==> config.mk <==
export PLATFORM = sky130hd
export DESIGN_NAME = pqpc_top
export DESIGN_NICKNAME = d
export VERILOG_FILES = /design/src/design/pqpc_pkg.sv /design/src/design/pqpc_top.sv
export VERILOG_INCLUDE_DIRS = /design/src /design/src/design
export SDC_FILE = /design/constraint.sdc
export NUM_CORES = 1
export LEC_CHECK = 0
export ABC_CLOCK_PERIOD_IN_PS = 5700
export BUFFER_PORTS_ARGS = -buffer_cell sky130_fd_sc_hd__buf_2
export CELL_PAD_IN_SITES_DETAIL_PLACEMENT = 0
export CELL_PAD_IN_SITES_GLOBAL_PLACEMENT = 2
export CORE_MARGIN = 3
export CORE_UTILIZATION = 28
export DETAILED_ROUTE_END_ITERATION = 10
export PLACE_DENSITY_LB_ADDON = 0.25
export SETUP_SLACK_MARGIN = 0.2
export SYNTH_ARGS = -nofsm -noshare
export SYNTH_HDL_FRONTEND = slang
export SYNTH_SLANG_ARGS = --single-unit
export TNS_END_PERCENT = 50
==> constraint.sdc <==
create_clock -name clk_i -period 5.7 [get_ports clk_i]
set_input_delay 0.57 -clock clk_i [delete_from_list [all_inputs] [get_ports clk_i]]
set_output_delay 0.57 -clock clk_i [all_outputs]
set_load 0.01 [all_outputs]
==> src/design/pqpc_map.svh <==
`ifndef PQPC_MAP_SVH
`define PQPC_MAP_SVH
// Overview of operation
// Noise-floor reply carries 4-bit level index, 50 dBuV base, 3 dB steps.
// Controller sends the three queries without parameters, only when needed.
// Every query answer is a reply to the access side, only after its query.
// Signal quality reply carries 3-bit index, 0 dB base, 3 dB steps.
// Quality comes from signal minus noise of last frame, held until next frame.
// Mains crossing reply carries time stamp of the latest crossing event.
// Times count in 10 us units on a free-running 20-bit time base.
// Management requests are optional and may be left out as a group.
// Reinit returns state machines to start and empties all buffers.
// Reinit reply result is 0 on success, 1 on internal failure.
// Suspend lets pending transmission finish, then stops all activity.
// Suspend reply result is 0 success, 1 failure, 2 already asleep.
// Wake leaves suspended state and restarts transmit and receive.
// Wake reply result is 0 success, 1 failure, 2 already running.
// Wake is issued only after a prior suspend request.
// One-cycle request pulse with code; one outstanding until one-cycle reply.

// Request codes
`define PQPC_CMD_FLOOR    3'h1
`define PQPC_CMD_QUALITY  3'h2
`define PQPC_CMD_CROSSING 3'h3
`define PQPC_CMD_REINIT   3'h4
`define PQPC_CMD_SUSPEND  3'h5
`define PQPC_CMD_WAKE     3'h6

// Result codes
`define PQPC_RES_OK       2'h0
`define PQPC_RES_FAIL     2'h1
`define PQPC_RES_ALREADY  2'h2

// Level coding
`define PQPC_FLOOR_BASE   8'h32
`define PQPC_QUAL_BASE    8'h00
`define PQPC_STEP_DB      8'h03

// Time base
`define PQPC_TICK_NS      10000
`define PQPC_CLK_NS       25
`define PQPC_TICK_CYC     (`PQPC_TICK_NS / `PQPC_CLK_NS)

// Register offsets (byte addresses)
`define PQPC_REG_CTRL     4'h0
`define PQPC_REG_STATUS   4'h4
`define PQPC_REG_CROSS    4'h8
`define PQPC_REG_TIME     4'hC
`define PQPC_CTRL_MGMT    0
`define PQPC_CTRL_RESET   1'h1
`endif

==> src/design/pqpc_pkg.sv <==
package pqpc_pkg;
  // Power mode of the physical layer
  typedef enum logic [1:0]
  {
    PQPC_RUN   = 2'b00,
    PQPC_DRAIN = 2'b01,
    PQPC_SLEEP = 2'b10
  } pqpc_mode_e;

  // Whole block state
  typedef struct packed
  {
    pqpc_mode_e  mode;
    logic [8:0]  tick_cnt;
    logic [19:0] now;
    logic [19:0] cross_time;
    logic [2:0]  qual_idx;
    logic        rsp_valid;
    logic [2:0]  rsp_code;
    logic [1:0]  rsp_result;
    logic [19:0] rsp_data;
    logic        flush;
    logic        mgmt_en;
    logic        bus_ack;
    logic [31:0] readdata;
  } pqpc_state_s;
endpackage

==> src/design/pqpc_top.sv <==
// The address map and the Avalon-MM interface to the registers are this design's own decisions.
`include "pqpc_map.svh"

module pqpc_top
#(
  parameter bit MGMT_PRESENT = 1'b1
)
(
  // Clock and reset
  input  wire logic        clk_i,
  input  wire logic        rst_n_i,
  // Request side
  input  wire logic        req_valid_i,
  input  wire logic [2:0]  req_code_i,
  output logic             rsp_valid_o,
  output logic [2:0]       rsp_code_o,
  output logic [1:0]       rsp_result_o,
  output logic [19:0]      rsp_data_o,
  // Measurement side
  input  wire logic [7:0]  noise_level_i,
  input  wire logic        frame_done_i,
  input  wire logic [7:0]  frame_signal_i,
  input  wire logic [7:0]  frame_noise_i,
  input  wire logic        mains_cross_i,
  input  wire logic        tx_busy_i,
  input  wire logic        core_fault_i,
  output logic             rx_enable_o,
  output logic             tx_enable_o,
  output logic             flush_o,
  // Avalon-MM slave
  input  wire logic [3:0]  avs_address,
  input  wire logic        avs_read,
  input  wire logic        avs_write,
  input  wire logic [31:0] avs_writedata,
  output logic [31:0]      avs_readdata,
  output logic             avs_waitrequest
);

  // Whole block state and its next value
  pqpc_pkg::pqpc_state_s st;
  pqpc_pkg::pqpc_state_s next_st;

  // Threshold coding: index counts steps above base, saturating
  // Equal to a threshold still gives the lower index
  function automatic logic [3:0] level_code
  (
    input logic [8:0] level,
    input logic [7:0] base,
    input logic [3:0] top
  );
    logic [3:0] idx;
    logic [8:0] edge_v;
    idx = 4'h0;
    for (int i = 0; i < 15; i++)
    begin
      edge_v = {1'b0, base} + 9'(i * 3);
      if ((4'(i) < top) && (level > edge_v))
      begin
        idx = 4'(i + 1);
      end
    end
    return idx;
  endfunction

  // Management requests fail when the group is off or the core reports trouble
  function automatic logic mgmt_refused
  (
    input logic ok,
    input logic fault
  );
    return !ok || fault;
  endfunction

  // Decoded levels and helper terms
  logic [8:0] qual_db;
  logic [3:0] floor_idx;
  logic [3:0] qual_code;
  logic       rx_on;
  logic       bus_req;
  logic       mgmt_ok;

  // Quality in dB, clamped at zero when noise exceeds signal
  assign qual_db = (frame_signal_i > frame_noise_i)
                   ? 9'(frame_signal_i - frame_noise_i)
                   : 9'h000;
  assign qual_code = level_code(qual_db, `PQPC_QUAL_BASE, 4'h7);
  assign floor_idx = level_code({1'b0, noise_level_i}, `PQPC_FLOOR_BASE, 4'hF);

  // Power mode and bus request terms
  assign rx_on     = (st.mode == pqpc_pkg::PQPC_RUN);
  assign bus_req   = avs_read | avs_write;
  assign mgmt_ok   = MGMT_PRESENT & st.mgmt_en;

  // Next state
  always_comb
  begin
    // Strobes default low, everything else holds
    next_st = st;
    next_st.rsp_valid = 1'b0;
    next_st.flush = 1'b0;
    next_st.bus_ack = 1'b0;

    // Free-running 10 us time base
    // The time stamp wraps after 2^20 ticks
    if (st.tick_cnt == 9'(`PQPC_TICK_CYC - 1))
    begin
      next_st.tick_cnt = 9'h000;
      next_st.now = st.now + 20'h00001;
    end
    else
    begin
      next_st.tick_cnt = st.tick_cnt + 9'h001;
    end

    // Latch time of latest mains crossing
    if (mains_cross_i)
    begin
      next_st.cross_time = st.now;
    end

    // Keep quality of the last received frame
    // Frames seen while draining or asleep are dropped
    if (frame_done_i && rx_on)
    begin
      next_st.qual_idx = qual_code[2:0];
    end

    // Drain finished: enter sleep and answer
    // The suspend reply waits here until the transmitter is idle
    if ((st.mode == pqpc_pkg::PQPC_DRAIN) && !tx_busy_i)
    begin
      next_st.mode = pqpc_pkg::PQPC_SLEEP;
      next_st.rsp_valid = 1'b1;
      next_st.rsp_code = `PQPC_CMD_SUSPEND;
      next_st.rsp_result = `PQPC_RES_OK;
      next_st.rsp_data = 20'h00000;
    end

    // Request decode
    // Every reply echoes its code; queries always succeed
    if (req_valid_i)
    begin
      next_st.rsp_code = req_code_i;
      next_st.rsp_data = 20'h00000;
      next_st.rsp_result = `PQPC_RES_OK;
      next_st.rsp_valid = 1'b1;
      case (req_code_i)
        // Floor index coded live from the present noise level
        `PQPC_CMD_FLOOR:
        begin
          next_st.rsp_data = {16'h0000, floor_idx};
        end
        // Quality index of the last frame
        `PQPC_CMD_QUALITY:
        begin
          next_st.rsp_data = {17'h00000, st.qual_idx};
        end
        // Time stamp of the latest crossing
        `PQPC_CMD_CROSSING:
        begin
          next_st.rsp_data = st.cross_time;
        end
        // Reinit: back to run, drop quality, pulse flush
        `PQPC_CMD_REINIT:
        begin
          if (mgmt_refused(mgmt_ok, core_fault_i))
          begin
            next_st.rsp_result = `PQPC_RES_FAIL;
          end
          else
          begin
            next_st.mode = pqpc_pkg::PQPC_RUN;
            next_st.qual_idx = 3'h0;
            next_st.flush = 1'b1;
          end
        end
        // Suspend: already asleep, refused, or start draining
        `PQPC_CMD_SUSPEND:
        begin
          if (st.mode == pqpc_pkg::PQPC_SLEEP)
          begin
            next_st.rsp_result = `PQPC_RES_ALREADY;
          end
          else if (mgmt_refused(mgmt_ok, core_fault_i))
          begin
            next_st.rsp_result = `PQPC_RES_FAIL;
          end
          else
          begin
            // Reply deferred until transmission drains
            next_st.mode = pqpc_pkg::PQPC_DRAIN;
            next_st.rsp_valid = 1'b0;
          end
        end
        // Wake: already running, refused, or back to run
        `PQPC_CMD_WAKE:
        begin
          if (st.mode == pqpc_pkg::PQPC_RUN)
          begin
            next_st.rsp_result = `PQPC_RES_ALREADY;
          end
          else if (mgmt_refused(mgmt_ok, core_fault_i))
          begin
            next_st.rsp_result = `PQPC_RES_FAIL;
          end
          else
          begin
            next_st.mode = pqpc_pkg::PQPC_RUN;
          end
        end
        // Unknown codes are answered with a failure
        default:
        begin
          next_st.rsp_result = `PQPC_RES_FAIL;
        end
      endcase
    end

    // Register access: first cycle builds read data, second completes
    // Read data stands from the wait-state edge until the wait-state edge of the next read
    if (bus_req && !st.bus_ack)
    begin
      next_st.bus_ack = 1'b1;
      // Reads latch the addressed word for the wait-state cycle
      if (avs_read)
      begin
        case (avs_address)
          // Management enable
          `PQPC_REG_CTRL:
          begin
            next_st.readdata = {31'h00000000, st.mgmt_en};
          end
          // Mode, pending transmit, floor and quality
          `PQPC_REG_STATUS:
          begin
            next_st.readdata = {22'h000000, st.qual_idx, floor_idx,
                                tx_busy_i, st.mode};
          end
          // Latest crossing time
          `PQPC_REG_CROSS:
          begin
            next_st.readdata = {12'h000, st.cross_time};
          end
          // Current time
          `PQPC_REG_TIME:
          begin
            next_st.readdata = {12'h000, st.now};
          end
          // Unmapped offsets read as zero
          default:
          begin
            next_st.readdata = 32'h00000000;
          end
        endcase
      end
    end

    // Write lands only on the edge where waitrequest is seen low
    if (avs_write && st.bus_ack && (avs_address == `PQPC_REG_CTRL))
    begin
      next_st.mgmt_en = avs_writedata[`PQPC_CTRL_MGMT];
    end
  end

  // State register
  always_ff @(posedge clk_i or negedge rst_n_i)
  begin
    if (!rst_n_i)
    begin
      // Power mode, time base and measurements
      st.mode       <= pqpc_pkg::PQPC_RUN;
      st.tick_cnt   <= 9'h000;
      st.now        <= 20'h00000;
      st.cross_time <= 20'h00000;
      st.qual_idx   <= 3'h0;
      // Reply registers
      st.rsp_valid  <= 1'b0;
      st.rsp_code   <= 3'h0;
      st.rsp_result <= 2'h0;
      st.rsp_data   <= 20'h00000;
      // Control and bus
      st.flush      <= 1'b0;
      st.mgmt_en    <= `PQPC_CTRL_RESET;
      st.bus_ack    <= 1'b0;
      st.readdata   <= 32'h00000000;
    end
    else
    begin
      st <= next_st;
    end
  end

  // Reply outputs
  assign rsp_valid_o     = st.rsp_valid;
  assign rsp_code_o      = st.rsp_code;
  assign rsp_result_o    = st.rsp_result;
  assign rsp_data_o      = st.rsp_data;

  // Power control outputs
  assign flush_o         = st.flush;
  assign rx_enable_o     = rx_on;
  assign tx_enable_o     = (st.mode != pqpc_pkg::PQPC_SLEEP);

  // Bus outputs
  assign avs_readdata    = st.readdata;
  assign avs_waitrequest = bus_req & ~st.bus_ack;

endmodule

==> results.tsv <==
stage	metric	value	unit
setup_path	buffers plus inverters on the worst setup path	0	
sta	pins over their slew limit	0	
synth	Async SR Flop Fraction	1.00	
sta	Hold Slack	300	ps
sta	worst clock skew	5.29	ps
synth	Cell Area, Synth	5640	sq um
synth	Post-synth EDFFs	0	
flow_run	MaxCap Viol Count	0	
sta	worst setup margin	3190	ps
clock_tree	Clk Tree Root Cell	clkbuf_16	
detailed_routing	number of DRC markers in iteration 0	226	
floorplan	io pins	134	
synth	syn_area_per_cell	10.1	sq um
floorplan	Core ar.	19700	sq um
clock_tree	CTS Buf Count	9	
floorplan	row count	51	
setup_path	CP delay by family, top	simple AND/OR/NAND/NOR gates	
floorplan	Die X	148	um
floorplan	Initial Utilization	0.287	
synth	share of the synthesized area in the top cell type	0.453	
worst_hold_path	worst hold path class	input pin to asynchronous set/reset pin	
clock_tree	htree depth	3	
sta	Final TNS setup	0	ps
synth	Seq/Total Area, Yosys	0.457	
sta	minimum clock period	2510	ps
setup_path	Worst Path Arrival	2790	ps
placed_design	I/O Buffers	90	
setup_path	Slowest cell on crit path	nor4_4	
synth	#FFs+latches synth	103	
clock_tree	CTS tree	yes	
setup_path	CP required	5980	ps
synth	Post-synth top flop	dfrtp_1	
detailed_routing	post-route ant nets	0	
placed_design	worst slack, placed	2980	ps
layout	nets@finish	677	
synth	synth warn	0	
sta	Rel. slew slack	0.219	
synth	top cells by area, synth	dfrtp_1, buf_4, mux2_2, a22o_1, o21ai_0	
global_route	initial antenna violation count	0	
global_route	vias in the first global route	4052	
detailed_routing	routed vias/inst	4.74	
setup_path	Worst Path Max Fanout	15	
power_and_ir_drop	Tot Pwr	1.60	mW
clock_tree	post-CTS setup buffers	0	
floorplan	die area	21900	sq um
sta	final setup vio count	0	
setup_path	element type at the critical path end	flop	
synth	Yosys cell types	68	
layout	fraction of layout cells with a size suffix above 1	0.245	
status	status	complete, no violations	
global_route	global-route usage over all layers	0.131	
layout	final core area utilization	0.320	
clock_tree	Post-CTS Resized	0	
sta	Highest Clock Rate	398	MHz
detailed_routing	routed via count	4098	
global_route	global-route wire length before repair	22600	um
clock_tree	worst-case clock buffer depth	2	
placed_design	Placer Congestion	0.753	
synth	area leader, netlist	dfrtp_1	
power_and_ir_drop	PwrDens	255	nW/um^2
clock_tree	Clk Latency, worst-skew pair	350	ps
sta	Hold Fails Final Rpt	0	
detailed_routing	Final Routed Wirelength	14000	um
detailed_routing	drt pass-1 iters	4	
setup_path	slowest stage delay, CP	720	ps
sta	RSZ-0062 raised after global routing	false	
placed_design	Placed Cells	848	
detailed_routing	# DRC	0	
global_route	grt total ovfl	0	
setup_path	CP Cell Sequence	ha_1 > and3_2 > nand2_1 > nor4_4 > and3_4 > nand3_4 > nor3_2 > xor2_1	
layout	final instance area	6280	sq um
synth	Post-Synthesis Cells	561	
placed_design	Area after DPL	5990	sq um
clock_tree	Clk pin slew, worst setup/hold paths	70	ps
setup_path	critical path class	flop to flop	
layout	ANT cells	0	
clock_tree	Sink Count	103	
clock_tree	# hold bufs at CTS	0	
sta	final worst-path cycle share	0.441	
setup_path	critical path startpoint category	flop	
global_route	largest net degree at the start of global routing	61	
sta	worst slew pin tran	1170	ps
layout	Non-Filler Instances	864	
layout	Syn-to-layout area delta	11.3	%
power_and_ir_drop	P_leak	2.92	nW
detailed_routing	Routed wire per std cell	16.2	um
placed_design	Detail Placement HPWL	10100	um
floorplan	die height	148	um
power_and_ir_drop	Peak VDD IR	0.132	mV
-- synth_stat cells, types with 4 or more instances --
master and instances:
o221ai_1 5, a22o_1 25, clkbuf_1 18, inv_1 19, nand4_1 6, buf_2 5, dfrtp_1 102, a21oi_1 19
o22ai_1 4, o21ai_0 40, and2_1 4, nand2_1 50, xnor2_1 20, mux2_2 23, nor3_1 4, a22oi_1 13
buf_4 57, nor2b_1 11, nand2b_1 7, ha_1 10, nand3_1 21, xor2_1 9, nor2_1 25
-- flip-flops by register name (all words and copies together) (netlist names) --
signal / count
avs_readdata: 20
rsp_result_o: 2
rsp_code_o: 3
mgmt_ok: 1
rsp_data_o: 20
rsp_valid_o: 1
st: 55
flush_o: 1
-- power by group --
part / internal, mW / total, mW / leakage (nW) / switching, mW
logic: 0.0782 / 0.211 / 1.38 / 0.133
registers: 0.749 / 0.769 / 1.40 / 0.0195
clock network: 0.353 / 0.623 / 0.140 / 0.270
total: 1.18 / 1.60 / 2.92 / 0.423
-- cell usage in the layout (no fill, tap or decap), types with 10 or more instances in the layout --
cell       n
a22o_1    25
a21oi_1   18
buf_2     89
nor2b_1   10
a22oi_1   13
dfrtp_1  102
xnor2_1   20
o21ai_0   40
nand3_1   21
ha_1      10
conb_1    12
nor2_1    25
inv_1     19
mux2_2    23
nand2_1   50
-- kinds of logic after synthesis --
family                     after synthesis  share of synthesized area
AOI/OAI and AO/OA                      137                      0.168
buffers and inverters                  102                      0.109
muxes                                   26                     0.0512
adders and majority gates               12                     0.0275
and+or+nand+nor                        151                      0.142
xor gates and xnor gates                29                     0.0450
DFF                                    103                      0.457
other                                    1                   0.000665
-- cell type report --
type                       instances  area (sq um)
timing repair buffer              93           475
clock inverter                     3          42.5
tap                              265           332
fill                            2114         13400
multi-input combinational        367          2520
inverter                          20          77.6
sequential                       103          2580
clock buffer                      13           250
-- path summary, 6_finish.rpt --
check	to	start	cells after the start	slack, ps
min	rsp_data_o[13]	rst_n_i	1	300
max	st[103]	st[104]	8	3190
max in group asynchronous	st[65]	rst_n_i	2	4310
min in group clk_i	mgmt_ok	avs_writedata[0]	2	450
min reg2reg	st[104]	st[104]	1	460
max reg2reg	st[103]	st[104]	8	3190
-- worst register-to-register path, delay by kind of cell, from the launching register on --
kind                     cells  cell delay [ps]
flip-flops                   1              370
XOR/XNOR                     1              170
AND/OR/NAND/NOR              6             1710
adder cells (fa/ha/maj)      1              190
-- layer usage --
| layer | GRT usage | wire length, um | vias to the layer above |
|---|---|---|---|
| met5 | 0 | 0 | - |
| li1 | - | - | 1990 |
| met4 | 0.0513 | 218 | 0 |
| met2 | 0.191 | 6160 | 94 |
| met3 | 0.0258 | 603 | 11 |
| met1 | 0.192 | 7060 | 2003 |
Note: power is estimated with default switching activity, not from simulation.
